## config.mk

```make
export PLATFORM = sky130hd
export DESIGN_NAME = bridge_pwm_steering_shutdown
export DESIGN_NICKNAME = d
export VERILOG_FILES = /design/src/design/bridge_pwm_pkg.sv /design/src/design/bridge_pwm_steering_shutdown.sv
export VERILOG_INCLUDE_DIRS = /design/src /design/src/design
export SDC_FILE = /design/constraint.sdc
export NUM_CORES = 1
export LEC_CHECK = 0
export ABC_CLOCK_PERIOD_IN_PS = 2300
export BUFFER_PORTS_ARGS = -buffer_cell sky130_fd_sc_hd__clkbuf_2
export CAP_MARGIN = 20
export CORE_MARGIN = 3
export CORE_UTILIZATION = 60
export CTS_BUF_LIST = sky130_fd_sc_hd__clkbuf_4 sky130_fd_sc_hd__clkbuf_8
export DETAILED_ROUTE_END_ITERATION = 6
export PLACE_DENSITY = 0.8
export SYNTH_ARGS = -nofsm -noshare
export SYNTH_HDL_FRONTEND = slang
export SYNTH_SLANG_ARGS = --single-unit
```

## constraint.sdc

```tcl
create_clock -name i_core_clk -period 2.3 [get_ports i_core_clk]
set_input_delay 0.115 -clock i_core_clk [delete_from_list [all_inputs] [get_ports i_core_clk]]
set_output_delay 0.115 -clock i_core_clk [all_outputs]
set_load 0.005 [all_outputs]
```

## src/design/bridge_pwm_map.svh

```systemverilog
// Purpose: register offsets, field positions, reset values and counts
// Assumes: 8-bit registers behind a 4-bit register address
// Notes: definitions only
`ifndef BRIDGE_PWM_MAP_SVH
`define BRIDGE_PWM_MAP_SVH

// register offsets
`define BPW_OFF_DEL 4'h0
`define BPW_OFF_AS 4'h1
`define BPW_OFF_CTRL 4'h2
`define BPW_OFF_STAT 4'h3

// dead-band / restart register fields
`define BPW_RSEN_BIT 7
`define BPW_DC_HI 6
`define BPW_DC_LO 0

// auto-shutdown register fields
`define BPW_ASE_BIT 7
`define BPW_SRC_HI 6
`define BPW_SRC_LO 4
`define BPW_PSS_AC_HI 3
`define BPW_PSS_AC_LO 2
`define BPW_PSS_BD_HI 1
`define BPW_PSS_BD_LO 0

// control register fields
`define BPW_MODE_HI 1
`define BPW_MODE_LO 0
`define BPW_PRESC_HI 3
`define BPW_PRESC_LO 2

// reset values
`define BPW_DEL_RST 8'h00
`define BPW_AS_RST 8'h00
`define BPW_CTRL_RST 8'h00

// prescale select codes and their divide counts
`define BPW_PRESC_SEL_1 2'h0
`define BPW_PRESC_SEL_4 2'h1
`define BPW_PRESC_1 5'h01
`define BPW_PRESC_4 5'h04
`define BPW_PRESC_16 5'h10

// core clocks per instruction cycle (one instruction cycle is 4 Tosc)
`define BPW_TCY_CLKS_DEF 4

`endif

```

## src/design/bridge_pwm_pkg.sv

```systemverilog
// Purpose: shared types of the bridge steering and shutdown stage
// Assumes: nothing beyond SystemVerilog packages
// Notes: numbers live in bridge_pwm_map.svh
package bridge_pwm_pkg;

    // one register access from software
    typedef struct packed {
        logic wr;
        logic rd;
        logic [3:0] addr;
        logic [7:0] wdata;
    } reg_req_t;

    // output configuration, order matches the two-bit mode field
    typedef enum logic [1:0] {
        MODE_SINGLE,
        MODE_FULL_FWD,
        MODE_HALF,
        MODE_FULL_REV
    } out_mode_t;

endpackage

```

## src/design/bridge_pwm_steering_shutdown.sv

```systemverilog
// Purpose: steer a PWM signal onto four bridge outputs, dead-band, auto-shutdown
// Assumes: duty comparator and period timer live outside on the same clock
// Notes: comparator and fault inputs are asynchronous and are synchronised
//
// Notes on behaviour
// - forward: A active, D modulated, B C off
// - reverse: C active, B modulated, A D off
// - direction change takes effect next PWM cycle
// - lead interval: modulated off, unmodulated swapped early
// - prescale of 1, 4 or 16 by select
// - no dead-band in full-bridge modes
// - half-bridge dead-band only on rising transitions
// - seven-bit delay counted in instruction cycles
// - source select decodes comparators and fault pin
// - selected source forces shutdown states at once
// - pair states: low, high or tri-state
// - hardware sets shutdown flag on event
// - flag at period start holds whole period
// - restart enabled: flag clears when cause leaves
// - restart disabled: software must clear flag
// - flag writes ignored while cause active
// - comparator cause is a level, blocks clear
// - writing one forces shutdown
// - period boundary on increment after timer match
// - half-bridge: PWM on A, complement on B
//
// Added by the designer: the plain strobed port and the address map.
`include "bridge_pwm_map.svh"

module bridge_pwm_steering_shutdown
    import bridge_pwm_pkg::*;
#(
    parameter int TCY_CLKS = `BPW_TCY_CLKS_DEF
) (
    input wire logic i_core_clk,
    input wire logic i_rst,
    input wire reg_req_t i_reg,
    output logic [7:0] o_rd_data,
    input wire logic i_pwm_mod,
    input wire logic i_timer_match,
    output logic o_timer_inc,
    input wire logic i_cmp1,
    input wire logic i_cmp2,
    input wire logic i_fault_input_pin,
    output logic [3:0] o_bridge_out,
    output logic [3:0] o_bridge_oe
);

    localparam int OUT_A = 0;
    localparam int OUT_B = 1;
    localparam int OUT_C = 2;
    localparam int OUT_D = 3;

    logic [7:0] dead_band_restart_ctrl_r;
    logic [7:0] auto_shutdown_config;
    logic shutdown_flag_r;
    logic [6:0] as_cfg_r;
    logic [7:0] ctrl_r;
    logic [7:0] rd_data_r;
    logic [2:0] src_meta_r;
    logic [2:0] src_sync_r;
    logic [1:0] tcy_cnt_r;
    logic [4:0] pre_cnt_r;
    logic [4:0] presc_len;
    logic timer_inc_r;
    logic instr_en;
    logic boundary;
    logic dir_cur_r;
    logic run_r;
    logic cause;
    logic hold;
    logic lead;
    logic full_mode;
    logic wr_as;
    logic [3:0] out_r;
    logic [3:0] oe_r;
    logic [3:0] out_nxt;
    logic [3:0] oe_nxt;
    logic [1:0] db_target;
    logic [1:0] db_ok;
    logic [6:0] db_cnt_r [2];
    out_mode_t mode;
    logic bridge_direction_bit;
    logic shutdown_status_bit;
    logic auto_restart_enable;
    logic [6:0] dead_delay_count;
    logic [2:0] shutdown_source_select;
    logic [1:0] pair_ac_shutdown_state;
    logic [1:0] pair_bd_shutdown_state;
    logic [1:0] period_timer_prescale_sel;

    // register fields
    assign mode = out_mode_t'(ctrl_r[`BPW_MODE_HI:`BPW_MODE_LO]);
    assign bridge_direction_bit = ctrl_r[`BPW_MODE_HI];
    assign period_timer_prescale_sel = ctrl_r[`BPW_PRESC_HI:`BPW_PRESC_LO];
    assign auto_restart_enable = dead_band_restart_ctrl_r[`BPW_RSEN_BIT];
    assign dead_delay_count = dead_band_restart_ctrl_r[`BPW_DC_HI:`BPW_DC_LO];
    // flag and plain fields live in separate flops, one writer each
    assign auto_shutdown_config = {shutdown_flag_r, as_cfg_r};
    assign shutdown_status_bit = auto_shutdown_config[`BPW_ASE_BIT];
    assign shutdown_source_select = auto_shutdown_config[`BPW_SRC_HI:`BPW_SRC_LO];
    assign pair_ac_shutdown_state = auto_shutdown_config[`BPW_PSS_AC_HI:`BPW_PSS_AC_LO];
    assign pair_bd_shutdown_state = auto_shutdown_config[`BPW_PSS_BD_HI:`BPW_PSS_BD_LO];
    assign full_mode = (mode == MODE_FULL_FWD) || (mode == MODE_FULL_REV);
    assign wr_as = i_reg.wr && (i_reg.addr == `BPW_OFF_AS);

    // two-stage synchroniser for comparators and fault pin
    always_ff @(posedge i_core_clk) begin
        if (i_rst) begin
            src_meta_r <= 3'h0;
            src_sync_r <= 3'h0;
        end else begin
            src_meta_r <= {i_fault_input_pin, i_cmp2, i_cmp1};
            src_sync_r <= src_meta_r;
        end
    end

    // select bit n enables source n, so 000 selects nothing
    assign cause = |(shutdown_source_select & src_sync_r);

    // instruction-cycle enable from the core clock
    assign instr_en = (tcy_cnt_r == 2'(TCY_CLKS - 1));

    always_ff @(posedge i_core_clk) begin
        if (i_rst) begin
            tcy_cnt_r <= 2'h0;
        end else if (instr_en) begin
            tcy_cnt_r <= 2'h0;
        end else begin
            tcy_cnt_r <= tcy_cnt_r + 2'h1;
        end
    end

    // prescale length; both upper codes give 16
    always_comb begin
        if (period_timer_prescale_sel == `BPW_PRESC_SEL_1) begin
            presc_len = `BPW_PRESC_1;
        end else if (period_timer_prescale_sel == `BPW_PRESC_SEL_4) begin
            presc_len = `BPW_PRESC_4;
        end else begin
            presc_len = `BPW_PRESC_16;
        end
    end

    // timer increment pulse, one every prescale instruction cycles
    always_ff @(posedge i_core_clk) begin
        if (i_rst) begin
            pre_cnt_r <= 5'h00;
            timer_inc_r <= 1'b0;
        end else begin
            timer_inc_r <= 1'b0;
            if (instr_en) begin
                if (pre_cnt_r >= presc_len - 5'h01) begin
                    pre_cnt_r <= 5'h00;
                    timer_inc_r <= 1'b1;
                end else begin
                    pre_cnt_r <= pre_cnt_r + 5'h01;
                end
            end
        end
    end

    // the increment seen while the timer equals its limit clears it
    assign boundary = timer_inc_r && i_timer_match;

    // match holds for exactly one prescaled increment before the boundary
    assign lead = full_mode && i_timer_match && (bridge_direction_bit != dir_cur_r);

    // direction is only taken over at a period boundary
    always_ff @(posedge i_core_clk) begin
        if (i_rst) begin
            dir_cur_r <= 1'b0;
        end else if (boundary) begin
            dir_cur_r <= bridge_direction_bit;
        end
    end

    // run permission is sampled per period, so a flag at the start costs the period
    always_ff @(posedge i_core_clk) begin
        if (i_rst) begin
            run_r <= 1'b0;
        end else if (shutdown_status_bit || cause) begin
            run_r <= 1'b0;
        end else if (boundary) begin
            run_r <= 1'b1;
        end
    end

    // a raw cause shuts down at once, not waiting for the flag flop
    assign hold = shutdown_status_bit || cause || !run_r;

    // dead-band: delay rising edges only, falling edges pass straight
    assign db_target = {~i_pwm_mod, i_pwm_mod};

    for (genvar gi = 0; gi < 2; gi++) begin : g_db
        assign db_ok[gi] = db_target[gi] && (db_cnt_r[gi] >= dead_delay_count);

        always_ff @(posedge i_core_clk) begin
            if (i_rst || !db_target[gi]) begin
                db_cnt_r[gi] <= 7'h00;
            end else if (instr_en && (db_cnt_r[gi] < dead_delay_count)) begin
                db_cnt_r[gi] <= db_cnt_r[gi] + 7'h01;
            end
        end
    end

    // output steering
    always_comb begin
        out_nxt = 4'h0;
        oe_nxt = 4'hF;
        if (hold) begin
            // shutdown states per pin pair: 00 low, 01 high, 1x released
            out_nxt[OUT_A] = pair_ac_shutdown_state[0];
            out_nxt[OUT_C] = pair_ac_shutdown_state[0];
            oe_nxt[OUT_A] = !pair_ac_shutdown_state[1];
            oe_nxt[OUT_C] = !pair_ac_shutdown_state[1];
            out_nxt[OUT_B] = pair_bd_shutdown_state[0];
            out_nxt[OUT_D] = pair_bd_shutdown_state[0];
            oe_nxt[OUT_B] = !pair_bd_shutdown_state[1];
            oe_nxt[OUT_D] = !pair_bd_shutdown_state[1];
        end else if (lead) begin
            // unmodulated pair already in the new direction, modulated off
            out_nxt[OUT_A] = !bridge_direction_bit;
            out_nxt[OUT_C] = bridge_direction_bit;
        end else begin
            case (mode)
                MODE_SINGLE: begin
                    out_nxt[OUT_A] = i_pwm_mod;
                end
                MODE_HALF: begin
                    out_nxt[OUT_A] = db_ok[0];
                    out_nxt[OUT_B] = db_ok[1];
                end
                default: begin
                    // no dead-band here: raw PWM goes to the modulated pin
                    if (!dir_cur_r) begin
                        out_nxt[OUT_A] = 1'b1;
                        out_nxt[OUT_D] = i_pwm_mod;
                    end else begin
                        out_nxt[OUT_C] = 1'b1;
                        out_nxt[OUT_B] = i_pwm_mod;
                    end
                end
            endcase
        end
    end

    // outputs come straight from flops
    always_ff @(posedge i_core_clk) begin
        if (i_rst) begin
            out_r <= 4'h0;
            oe_r <= 4'h0;
        end else begin
            out_r <= out_nxt;
            oe_r <= oe_nxt;
        end
    end

    // shutdown flag: a set always beats a clear in the same cycle
    always_ff @(posedge i_core_clk) begin
        if (i_rst) begin
            shutdown_flag_r <= 1'b0;
        end else if (cause || (wr_as && i_reg.wdata[`BPW_ASE_BIT])) begin
            shutdown_flag_r <= 1'b1;
        end else if (wr_as || auto_restart_enable) begin
            // cause is absent here, so writes during a cause never land
            shutdown_flag_r <= 1'b0;
        end
    end

    // plain configuration writes
    always_ff @(posedge i_core_clk) begin
        if (i_rst) begin
            dead_band_restart_ctrl_r <= `BPW_DEL_RST;
            as_cfg_r <= 7'(`BPW_AS_RST);
            ctrl_r <= `BPW_CTRL_RST;
        end else if (i_reg.wr) begin
            if (i_reg.addr == `BPW_OFF_DEL) begin
                dead_band_restart_ctrl_r <= i_reg.wdata;
            end else if (i_reg.addr == `BPW_OFF_AS) begin
                as_cfg_r <= i_reg.wdata[`BPW_SRC_HI:0];
            end else if (i_reg.addr == `BPW_OFF_CTRL) begin
                ctrl_r <= {4'h0, i_reg.wdata[`BPW_PRESC_HI:0]};
            end
        end
    end

    // read data stands only in the cycle after the strobe
    always_ff @(posedge i_core_clk) begin
        if (i_rst || !i_reg.rd) begin
            rd_data_r <= 8'h00;
        end else if (i_reg.addr == `BPW_OFF_DEL) begin
            rd_data_r <= dead_band_restart_ctrl_r;
        end else if (i_reg.addr == `BPW_OFF_AS) begin
            rd_data_r <= auto_shutdown_config;
        end else if (i_reg.addr == `BPW_OFF_CTRL) begin
            rd_data_r <= ctrl_r;
        end else if (i_reg.addr == `BPW_OFF_STAT) begin
            rd_data_r <= {4'h0, lead, cause, run_r, dir_cur_r};
        end else begin
            rd_data_r <= 8'h00;
        end
    end

    assign o_rd_data = rd_data_r;
    assign o_timer_inc = timer_inc_r;
    assign o_bridge_out = out_r;
    assign o_bridge_oe = oe_r;
endmodule // bridge_pwm_steering_shutdown

```

# Word-level counts from Yosys, hierarchy flattened
# Memories as Yosys holds them, arrays and structs flattened.
# Cells that the tools add are included.
dict set report classes {
  eq_ne 9
  order_cmp 5
  n_bitwise 7
  addsub 5
  n_reduce_logical 35
  n_mux 34
}
# operator n
set op_table {}
lappend op_table {{1-bit two-way mux} 19}
lappend op_table {{4-bit two-way mux} 4}
lappend op_table {{8-bit two-way mux} 2}
lappend op_table {{5-bit two-way mux} 3}
lappend op_table {{7-bit by 1-bit adder with 7-bit output, second input constant} 2}
lappend op_table {{7-bit greater-or-equal comparator} 2}
lappend op_table {{7-bit less-than comparator} 2}
lappend op_table {{7-bit two-way mux} 2}
lappend op_table {{1-bit logical AND} 9}
lappend op_table {{4-bit by 2-bit equality test with 1-bit output, second input constant} 2}
lappend op_table {{1-bit logical OR} 8}
lappend op_table {{2-bit OR reduction} 4}
lappend op_table {{2-bit equality test, second input constant} 3}
lappend op_table {{1-bit zero test} 6}
lappend op_table {{5-bit by 1-bit adder with 5-bit output, second input constant} 1}
lappend op_table {{5-bit greater-or-equal comparator} 1}
lappend op_table {{5-bit by 1-bit subtractor with 5-bit output, second input constant} 1}
lappend op_table {{2-bit by 1-bit equality test with 1-bit output, second input constant} 2}
lappend op_table {{4-bit by 1-bit equality test with 1-bit output, second input constant} 1}
lappend op_table {{2-bit zero test} 2}
lappend op_table {{4-bit zero test} 1}
lappend op_table {{2-bit two-way mux} 2}
lappend op_table {{1-bit NOT} 4}
lappend op_table {{1-bit one-hot mux with 2 select lines} 2}
lappend op_table {{other kinds (9)} 10}
dict set report totals {
  memories 1
  register_bits 52
  ram_bits 14
  output_inout_bits 17
}
# memory depth width rd rd_ports_with_merged_regs write_ports line_no
set mem_list {}
lappend mem_list {db_cnt_r 2 7 2 0 2 bridge_pwm_steering_shutdown.sv:81} ;# logic [6:0] db_cnt_r [2];

# Logic depth before layout (Yosys ltp)
# Gate-level depths: netlist of the first run.
dict set report depth {
  ltp_word 8
  mapped_depth 8
  depth_no_buf 8
}

# Least setup slack after synthesis of the first run
# No wires, ideal clock.
dict set report synth_path {
  kind {reg2reg}
  from {memory db_cnt_r[1][1]}
  to {memory db_cnt_r[1][2], data pin}
  setup_ns 0.139
  path_slack_ns 0.410
  t_arrival_ns 1.751
  period_less_slack_ns 1.890
  n_path_buf 1
  required_ns 2.161
  stages_incl_launch_ff 8
  cell_sequence {edfxtp_1 ha_1 nor2b_1 o21ai_0 a21oi_1 or4_1 clkbuf_1 nor2_1}
}
# element line_no
set synth_lines {}
lappend synth_lines {{start, declared} bridge_pwm_steering_shutdown.sv:81}

==> metrics.yaml, run 1 <==
post_cts_buffers: 0
finalInstanceArea_sq_um: 3620
synthArstFlopShare_pct: 0
tns_ns: 0
core-area_sq_um: 4880
cp-end-kind: "flop"
place.gp.congestion: 0.894
synth_cells: 321
synth_compound_area_share_pct: 9.42
final_max_slew_viol_count: 0
p_seq_share_pct: 50.4
p_int_mw: 1.84
placed_cell_area_sq_um: 3380
p_per_area_nw_per_um2: 660
hold_path.class: "in2reg"
max_freq_mhz: 467
timing_hold_violations_final: 0
root_buffer: "clkbuf_8"
maxCapViolations: 0
synth_area_per_cell_sq_um: 9.72
clkPwrFrac_pct: 41.6
critPathSlowestCell: "or4_1"
syn-num-nets: 365
worst_ep_arrival_time_ns: 2.33
die_h_microns: 78.1
first_iter_violations: 159
synthMuxAreaShare_pct: 9.90
outcome: "complete, no violations"
synth-simple-area-share_pct: 18.2
die_area_sq_um: 6100
drt-met1-wl_microns: 2910
fin_crit_ns: 2.14
fill_cells: 378
grt.overflow.total: 0
ys.flop_type: "dfxtp_1"
drt_first_pass_iters: 4
route.met3.wl_microns: 377
grt_pass1_vias: 2359
h-tree-depth: 3
cp_data_required_time_ns: 2.49
crit_chain: "inv_1, ha_1, nor2b_1, o21ai_0, a21oi_1, or4_1, nor2_1"
cts_resized: 0
power_leakage_nw: 1.54
cp_top_family: "simple AND/OR/NAND/NOR gates"
seq_area_frac_synth_pct: 45.5
layout_commonest_cell: "dfxtp_1"
cts_num_sinks: 64
p_sw_mw: 0.543
crit_buf_inv: 1
clk-insertion-delay-late_ns: 0.34
routed_via_density: 5.57
rows: 25
final_cell_mix: "dfxtp_1 (50), nor2_1 (48), clkbuf_2 (37)"
num_vias: 2436
fin_nets: 409
ys_types: 45
hold-worst-slack_ns: 0.0363
grt_pass1_wl_microns: 10900
synth_top_area_share_pct: 32.1
cts_tree: "yes"
dp_hpwl_microns: 5020
clk_pin_slew_ns: 0.07
crit_type: "reg2reg"
swShare_pct: 22.8
topRoutingLayerUsed: "met4"
cts_buffers: 9
start_util_pct: 63.9
portBuffers: 37
io_pins: 38
area_growth_pct: 15.9
synth.yosys.warnings: 0
syn_area_sq_um: 3120
drive_gt1_share_pct: 19.2
irDropWorstVdd_v: 0.000467
grt_max_degree: 20
finalCoreUtilization_pct: 74.1
diodes: 0
synthAdderAreaFrac_pct: 9.22
synth.top_cells.by_area: "dfxtp_1 (32%), edfxtp_1 (13%), ha_1 (9.2%)"
combPwrFrac_pct: 8.0
grt_use_total_pct: 23.3
multiInputGateArea_sq_um: 1560
yosys.area_share.xor_xnor_pct: 3.09
cts_hold_buf: 3
antenna_found_initial: 0
seq_area_sq_um: 1420
synth_top_area_cell: "dfxtp_1"
critical_path.max_stage_delay_ns: 0.67
synth-seq-cells: 64
met2WireLength_microns: 3210
rsz0062_at_grt: "false"
remaining_drc_errors: 0
wirelength_microns: 6650
fin_worst_skew_ns: 0.00733
post_drt_wl_per_cell_microns: 15.2
ant_nets: 0
synth_top_family_by_area: "simple AND/OR/NAND/NOR gates"
synth-edff-count: 14
crit_path_start_kind: "flop"
fin_crit_sh_pct: 93.0
clock_path_buffers: 2
crit_fanout: 7
setup_viol: 0
die_w_microns: 78.1
==> cell usage after synthesis (all sizes together), types with 2 or more instances <==
library cell / instances
nor2: 48
buf: 5
nand3: 13
dfxtp: 50
or2: 2
mux4: 3
edfxtp: 14
xnor2: 7
nand2: 11
or4: 2
a21o: 2
o21ai: 8
a211o: 2
a211oi: 2
nand4: 2
mux2i: 23
a31oi: 4
ha: 23
nor2b: 14
clkbuf: 9
xor2: 4
nor3: 5
and3: 4
nand3b: 2
inv: 21
o2111ai: 2
nand2b: 6
a21oi: 19
nand4b: 3
==> power groups by stage <==
stage	Combinational (mW)	Sequential [mW]	Clock, mW
5_1_grt	0.213	1.21	1.06
2_1_floorplan	0.124	1.22	0
3_3_place_gp	0.177	1.23	0
3_5_place_dp	0.185	1.23	0
6_report	0.191	1.20	0.991
4_1_cts	0.190	1.20	0.999
==> worst reg2reg max path, cell delays in order, from the launching register on <==
cell and delay, ns:
dfxtp_1 0.35, inv_1 0.08, ha_1 0.31, nor2b_1 0.14, o21ai_0 0.19, a21oi_1 0.11
or4_1 0.67, nor2_1 0.16
==> flip-flops by register name, summed over array words and instances (netlist names), 3 cells and up <==
name / flops
ctrl_r: 4
pre_cnt_r: 5
o_rd_data: 8
dead_band_restart_ctrl_r: 8
src_sync_r: 3
src_meta_r: 3
as_cfg_r: 7
db_cnt_r: 14
o_bridge_out: 4
==> cell families (layout without fill, tap and decap cells) <==
kind of cell	after synthesis	after routing
other cells	1	1
compound gates	46	46
fa+ha+maj	23	23
flops	64	64
mux	27	27
simple gates	114	114
xor+xnor	11	11
buf+inv	35	84
==> metrics by stage <==
step	total power, mW	instances	worst slack, ns
after floorplan	1.34	321	0.410
after global placement	1.40	418	0.302
after detailed placement	1.41	418	0.210
after CTS	2.39	437	0.198
after global routing	2.47	437	0.0704
final	2.39	437	0.160
==> final timing paths <==
kind / from / to / slack (ns) / cells past startpoint
setup / recovery: dead_band_restart_ctrl_r[1] / db_cnt_r[1][5] / 0.16 / 7
hold reg to reg: src_meta_r[1] / src_sync_r[1] / 0.44 / 1
setup reg to reg: dead_band_restart_ctrl_r[1] / db_cnt_r[1][5] / 0.16 / 7
hold / removal: i_reg[5] / dead_band_restart_ctrl_r[5] / 0.04 / 3
==> final cells by class <==
type / instances / share of cell area (%)
flip-flops and latches: 64 / 39.3
repair buffers: 47 / 7.40
well taps: 67 / 2.32
multi-input cells: 222 / 43.1
clock inverters: 3 / 1.11
inverters: 21 / 2.18
clock buffers: 13 / 4.60
==> metal layers <==
layer / global-route usage [%] / up-vias
met1: 28.0 / 1149
met4: 12.4 / 0
li1: - / 1206
met3: 5.50 / 13
met2: 38.6 / 68
met5: 0 / -
Power figures use the tool's default switching activity.
==> run 2: changes to the inputs <==
--- a/config.mk
+++ b/config.mk
@@ -9,7 +9,7 @@
 export ABC_CLOCK_PERIOD_IN_PS = 2300
 export BUFFER_PORTS_ARGS = -buffer_cell sky130_fd_sc_hd__clkbuf_2
 export CAP_MARGIN = 20
-export CORE_MARGIN = 3
+export CORE_MARGIN = 10
 export CORE_UTILIZATION = 60
 export CTS_BUF_LIST = sky130_fd_sc_hd__clkbuf_4 sky130_fd_sc_hd__clkbuf_8
 export DETAILED_ROUTE_END_ITERATION = 6
==> metrics.yaml, run 2 (synthesized netlist as in run 1, its figures left out) <==
outcome: "finished with violations"  # was complete, no violations
violations: "negative hold slack"
post_cts_buffers: 0  # unchanged
area_growth_pct: 14.3  # was 15.9%
grt_pass1_wl_microns: 10900  # about the same
rows: 26  # was 25
dp_hpwl_microns: 4840  # was 5020 microns
place.gp.congestion: 0.808  # was 0.894
antenna_found_initial: 0  # unchanged
crit_chain: "inv_1, ha_1, nor2b_1, o21ai_0, a21oi_1, or4_1, nor2_1"  # unchanged
num_vias: 2372  # was 2436
dp_cells: 420  # was 418
start_util_pct: 61.5  # was 63.9%
fin_crit_sh_pct: 92.4  # was 93.0%
grt_use_total_pct: 16.0  # was 23.3%
cp_data_required_time_ns: 2.51  # was 2.49 ns
timing_hold_violations_final: 1  # was 0
fin_nets: 407  # was 409
die_area_sq_um: 8490  # was 6100 sq um
final_cell_mix: "dfxtp_1 (50), nor2_1 (48), clkbuf_2 (37)"  # unchanged
crit_path_start_kind: "flop"  # unchanged
critical_path.max_stage_delay_ns: 0.64  # was 0.67 ns
pre_cts_ws_ns: 0.247  # was 0.210 ns
routed_via_density: 5.42  # was 5.57
grt.overflow.total: 0  # unchanged
p_per_area_nw_per_um2: 625  # was 660 nW/um^2
drt_first_pass_iters: 4  # unchanged
die_h_microns: 92.1  # was 78.1 microns
remaining_drc_errors: 0  # unchanged
largest-register: "db_cnt_r"  # unchanged
ant_nets: 0  # unchanged
maxCapViolations: 0  # unchanged
largest_register_ffs: 14  # unchanged
clk_pin_slew_ns: 0.07  # about the same
cp-end-kind: "flop"  # unchanged
hold_path.class: "in2reg"  # unchanged
wirelength_microns: 6450  # was 6650 microns
clk-insertion-delay-late_ns: 0.35  # was 0.34 ns
crit_type: "reg2reg"  # unchanged
clock_path_buffers: 2  # unchanged
post_drt_wl_per_cell_microns: 14.7  # was 15.2 microns
portBuffers: 37  # unchanged
io_pins: 38  # unchanged
max_freq_mhz: 471  # was 467 MHz
irDropWorstVdd_v: 0.000537  # was 0.000467 V
root_buffer: "clkbuf_8"  # unchanged
die_w_microns: 92.1  # was 78.1 microns
hold-worst-slack_ns: -0.00371  # was 0.0363 ns
cts_buffers: 9  # unchanged
cts_resized: 0  # unchanged
crit_fanout: 7  # unchanged
diodes: 0  # unchanged
drive_gt1_share_pct: 19.0  # was 19.2%
grt_pass1_vias: 2309  # was 2359
finalCoreUtilization_pct: 70.3  # was 74.1%
core-area_sq_um: 5070  # was 4880 sq um
setup_viol: 0  # unchanged
layout_commonest_cell: "dfxtp_1"  # unchanged
final_max_slew_viol_count: 0  # unchanged
cts_tree: "yes"  # unchanged
h-tree-depth: 3  # unchanged
power_leakage_nw: 1.51  # was 1.54 nW
layout.cells.non_filler: 438  # was 437
layout_setup_ws_ns: 0.175  # was 0.160 ns
fin_worst_skew_ns: 0.00489  # was 0.00733 ns
cts_num_sinks: 64  # unchanged
worst_ep_arrival_time_ns: 2.33  # about the same
fin_crit_ns: 2.12  # was 2.14 ns
first_iter_violations: 113  # was 159
tns_ns: 0  # unchanged
critPathSlowestCell: "or4_1"  # unchanged
rsz0062_at_grt: "false"  # unchanged
grt_max_degree: 34  # was 20
cts_hold_buf: 2  # was 3
-- run 2: cell types whose count changed in the layout (fill, tap and decap cells not counted) --
cell and change:
buf_4 -1, bufinv_16 -1, clkbuf_4 -2, clkbuf_8 -2
clkinv_2 +1, clkinv_4 +1, clkinvlp_4 +1, dlygate4sd3_1 -1
inv_4 +1, inv_6 +1
-- run 2: through the flow --
stage	cell area [sq um]	total power, mW	hold WS [ns]
after floorplan	3120	1.34	0.243
after global placement	3380	1.40	0.335
after detailed placement	3380	1.41	0.346
after CTS	3570	2.25	0.00430
after global routing	3570	2.33	0.00363
final	3570	2.23	-0.00371
-- run 2: layout make-up --
cell class	instances	area, sq um
Clock inverter	7	46.3
Sequential cell	64	1420
Multi-Input combinational cell	222	1560
Tap cell	70	87.6
Fill cell	380	1510
Timing Repair Buffer	45	250
Clock buffer	9	124
Inverter	21	78.8
-- run 2: path summary, 6_finish.rpt --
| check | startpoint | endpoint | slack [ns] | cells after the start |
|---|---|---|---|---|
| setup / recovery | dead_band_restart_ctrl_r[1] | db_cnt_r[1][6] | 0.18 | 7 |
| setup reg to reg | dead_band_restart_ctrl_r[1] | db_cnt_r[1][6] | 0.18 | 7 |
| hold reg to reg | tcy_cnt_r[0] | tcy_cnt_r[0] | 0.44 | 1 |
| hold / removal | i_fault_input_pin | src_meta_r[2] | -0.004 | 2 |
-- run 2: power breakdown --
group / internal, mW / leakage (nW) / switching, mW
registers: 1.18 / 0.562 / 0.0227
logic: 0.0811 / 0.856 / 0.104
clock network: 0.390 / 0.0897 / 0.456
total: 1.65 / 1.51 / 0.583
-- run 2: worst max-delay path, delay by kind of cell (launching register included) --
kind / cells / cell delay (ns)
buf+inv: 1 / 0.08
fa+ha+maj: 1 / 0.30
flops: 1 / 0.35
compound gates: 2 / 0.28
simple gates: 3 / 0.95
-- run 2: per-layer routing --
metal / vias up / wire (microns) / part of all wire (%) / GRT usage (%)
met5: - / 0 / 0 / 0
met4: 0 / 142 / 2.2 / 8.61
met3: 14 / 383 / 5.9 / 4.40
met2: 58 / 3010 / 47 / 26.1
met1: 1098 / 2910 / 45 / 18.6
li1: 1202 / - / - / -
==> run 3: changes to the inputs <==
--- a/config.mk
+++ b/config.mk
@@ -9,6 +9,7 @@
 export ABC_CLOCK_PERIOD_IN_PS = 2300
 export BUFFER_PORTS_ARGS = -buffer_cell sky130_fd_sc_hd__clkbuf_2
 export CAP_MARGIN = 20
+export CORE_ASPECT_RATIO = 1.1
 export CORE_MARGIN = 10
 export CORE_UTILIZATION = 60
 export CTS_BUF_LIST = sky130_fd_sc_hd__clkbuf_4 sky130_fd_sc_hd__clkbuf_8
==> metrics.yaml, run 3 (synthesized netlist as in run 1, its figures left out) <==
start_util_pct: 62.0  # was 61.5%
multiInputGateArea_sq_um: 1560  # unchanged
timing_hold_violations_final: 0  # was 1
die_h_microns: 95.6  # was 92.1 microns
drt_first_pass_iters: 5  # was 4
die_area_sq_um: 8490  # about the same
grt_use_total_pct: 16.5  # was 16.0%
fin_worst_skew_ns: 0.00554  # was 0.00489 ns
crit_type: "reg2reg"  # unchanged
antenna_found_initial: 0  # unchanged
io_pins: 38  # unchanged
final_max_slew_viol_count: 0  # unchanged
critical_path.max_stage_delay_ns: 0.65  # was 0.64 ns
fin_crit_sh_pct: 89.4  # was 92.4%
largest-register: "db_cnt_r"  # unchanged
final_cell_mix: "dfxtp_1 (50), nor2_1 (48), clkbuf_2 (37)"  # unchanged
layout_setup_ws_ns: 0.245  # was 0.175 ns
fill_cells: 377  # was 380
outcome: "complete, no violations"  # was finished with violations
power_leakage_nw: 1.55  # was 1.51 nW
ant_nets: 0  # unchanged
grt_pass1_wl_microns: 10900  # about the same
die_w_microns: 88.8  # was 92.1 microns
cp-end-kind: "flop"  # unchanged
cp_top_family: "simple AND/OR/NAND/NOR gates"  # unchanged
p_per_area_nw_per_um2: 712  # was 625 nW/um^2
rsz0062_at_grt: "false"  # unchanged
clk_pin_slew_ns: 0.07  # about the same
cts_tree: "yes"  # unchanged
crit_buf_inv: 0  # was 1
grt_pass1_vias: 2314  # was 2309
cp_data_required_time_ns: 2.50  # was 2.51 ns
clock_path_buffers: 2  # unchanged
finalCoreUtilization_pct: 72.3  # was 70.3%
layout.cells.non_filler: 427  # was 438
core-area_sq_um: 5030  # was 5070 sq um
irDropWorstVdd_v: 0.000431  # was 0.000537 V
pre_cts_ws_ns: 0.272  # was 0.247 ns
dp_cells: 409  # was 420
setup_viol: 0  # unchanged
tns_ns: 0  # unchanged
clk-insertion-delay-late_ns: 0.34  # was 0.35 ns
fin_nets: 408  # was 407
rows: 27  # was 26
maxCapViolations: 0  # unchanged
cts_buffers: 9  # unchanged
layout_commonest_cell: "dfxtp_1"  # unchanged
wirelength_microns: 6580  # was 6450 microns
remaining_drc_errors: 0  # unchanged
first_iter_violations: 155  # was 113
fin_crit_ns: 2.06  # was 2.12 ns
crit_fanout: 7  # unchanged
worst_ep_arrival_time_ns: 2.26  # was 2.33 ns
grt_max_degree: 21  # was 34
drive_gt1_share_pct: 19.2  # was 19.0%
seq_area_sq_um: 1420  # unchanged
largest_register_ffs: 14  # unchanged
hold_path.class: "in2reg"  # unchanged
area_growth_pct: 16.7  # was 14.3%
routed_via_density: 5.64  # was 5.42
num_vias: 2407  # was 2372
critPathSlowestCell: "or4_1"  # unchanged
post_drt_wl_per_cell_microns: 15.4  # was 14.7 microns
place.gp.congestion: 0.815  # was 0.808
h-tree-depth: 3  # unchanged
portBuffers: 37  # unchanged
dp_hpwl_microns: 4970  # was 4840 microns
crit_chain: "ha_1, nor2b_1, o21ai_0, a21oi_1, or4_1, nor2_1"  # was inv_1, ha_1, nor2b_1, o21ai_0, a21oi_1, or4_1, nor2_1
cts_num_sinks: 64  # unchanged
grt.overflow.total: 0  # unchanged
diodes: 0  # unchanged
root_buffer: "clkbuf_8"  # unchanged
max_freq_mhz: 487  # was 471 MHz
crit_path_start_kind: "flop"  # unchanged
==> run 3: cell types whose count changed in the layout (fill, tap and decap cells not counted) <==
cell,delta
clkbuf_8,+1
clkinvlp_4,-1
clkinv_2,-3
buf_4,+1
bufinv_16,+3
==> run 3: per-layer routing <==
layer  up-vias  wire length (microns)  global-route usage, %
li1       1211                      -                      -
met1      1108                   2860                   20.0
met3        16                    440                   3.50
met4         0                    146                   8.09
met5         -                      0                      0
met2        72                   3130                   27.0
==> run 3: worst register-to-register path: stages, from the launching register on <==
cell	delay [ns]
edfxtp_1	0.43
ha_1	0.31
nor2b_1	0.13
o21ai_0	0.14
a21oi_1	0.10
or4_1	0.65
nor2_1	0.17
==> run 3: final timing paths <==
check | slack, ns | start | cells after the start | endpoint
hold reg to reg | 0.44 | tcy_cnt_r[0] | 1 | tcy_cnt_r[0]
hold / removal | 0.01 | i_cmp2 | 2 | src_meta_r[1]
setup reg to reg | 0.24 | db_cnt_r[0][1] | 6 | db_cnt_r[0][2]
setup / recovery | 0.24 | db_cnt_r[0][1] | 6 | db_cnt_r[0][2]
==> run 3: cell type report <==
type / instances / share of cell area (%)
Timing Repair Buffer: 46 / 7.08
Inverter: 21 / 2.16
Sequential cell: 64 / 39.0
Clock inverter: 6 / 3.13
Multi-Input combinational cell: 222 / 42.8
Tap cell: 58 / 1.99
Clock buffer: 10 / 3.78
==> run 3: report_power, final <==
group / switching (mW) / internal [mW] / total, mW
Sequential: 0.0237 / 1.18 / 1.20
Clock: 0.450 / 0.755 / 1.21
Combinational: 0.105 / 0.0824 / 0.187
==> run 3: timing repair <==
| item | CTS | global route |
|---|---|---|
| setup buffers | 0 | 0 |
| hold buffers | 2 | 0 |
| resized for setup | 0 | 0 |
| hold endpoints to repair | 2 | 0 |
==> run 3: metrics by stage <==
stage | power (mW) | cell area [sq um] | hold slack (ns)
2_1_floorplan | 1.34 | 3120 | 0.243
3_3_place_gp | 1.40 | 3370 | 0.329
3_5_place_dp | 1.41 | 3370 | 0.327
4_1_cts | 2.61 | 3640 | 0.00161
5_1_grt | 2.69 | 3640 | 0.00372
6_report | 2.59 | 3640 | 0.0107
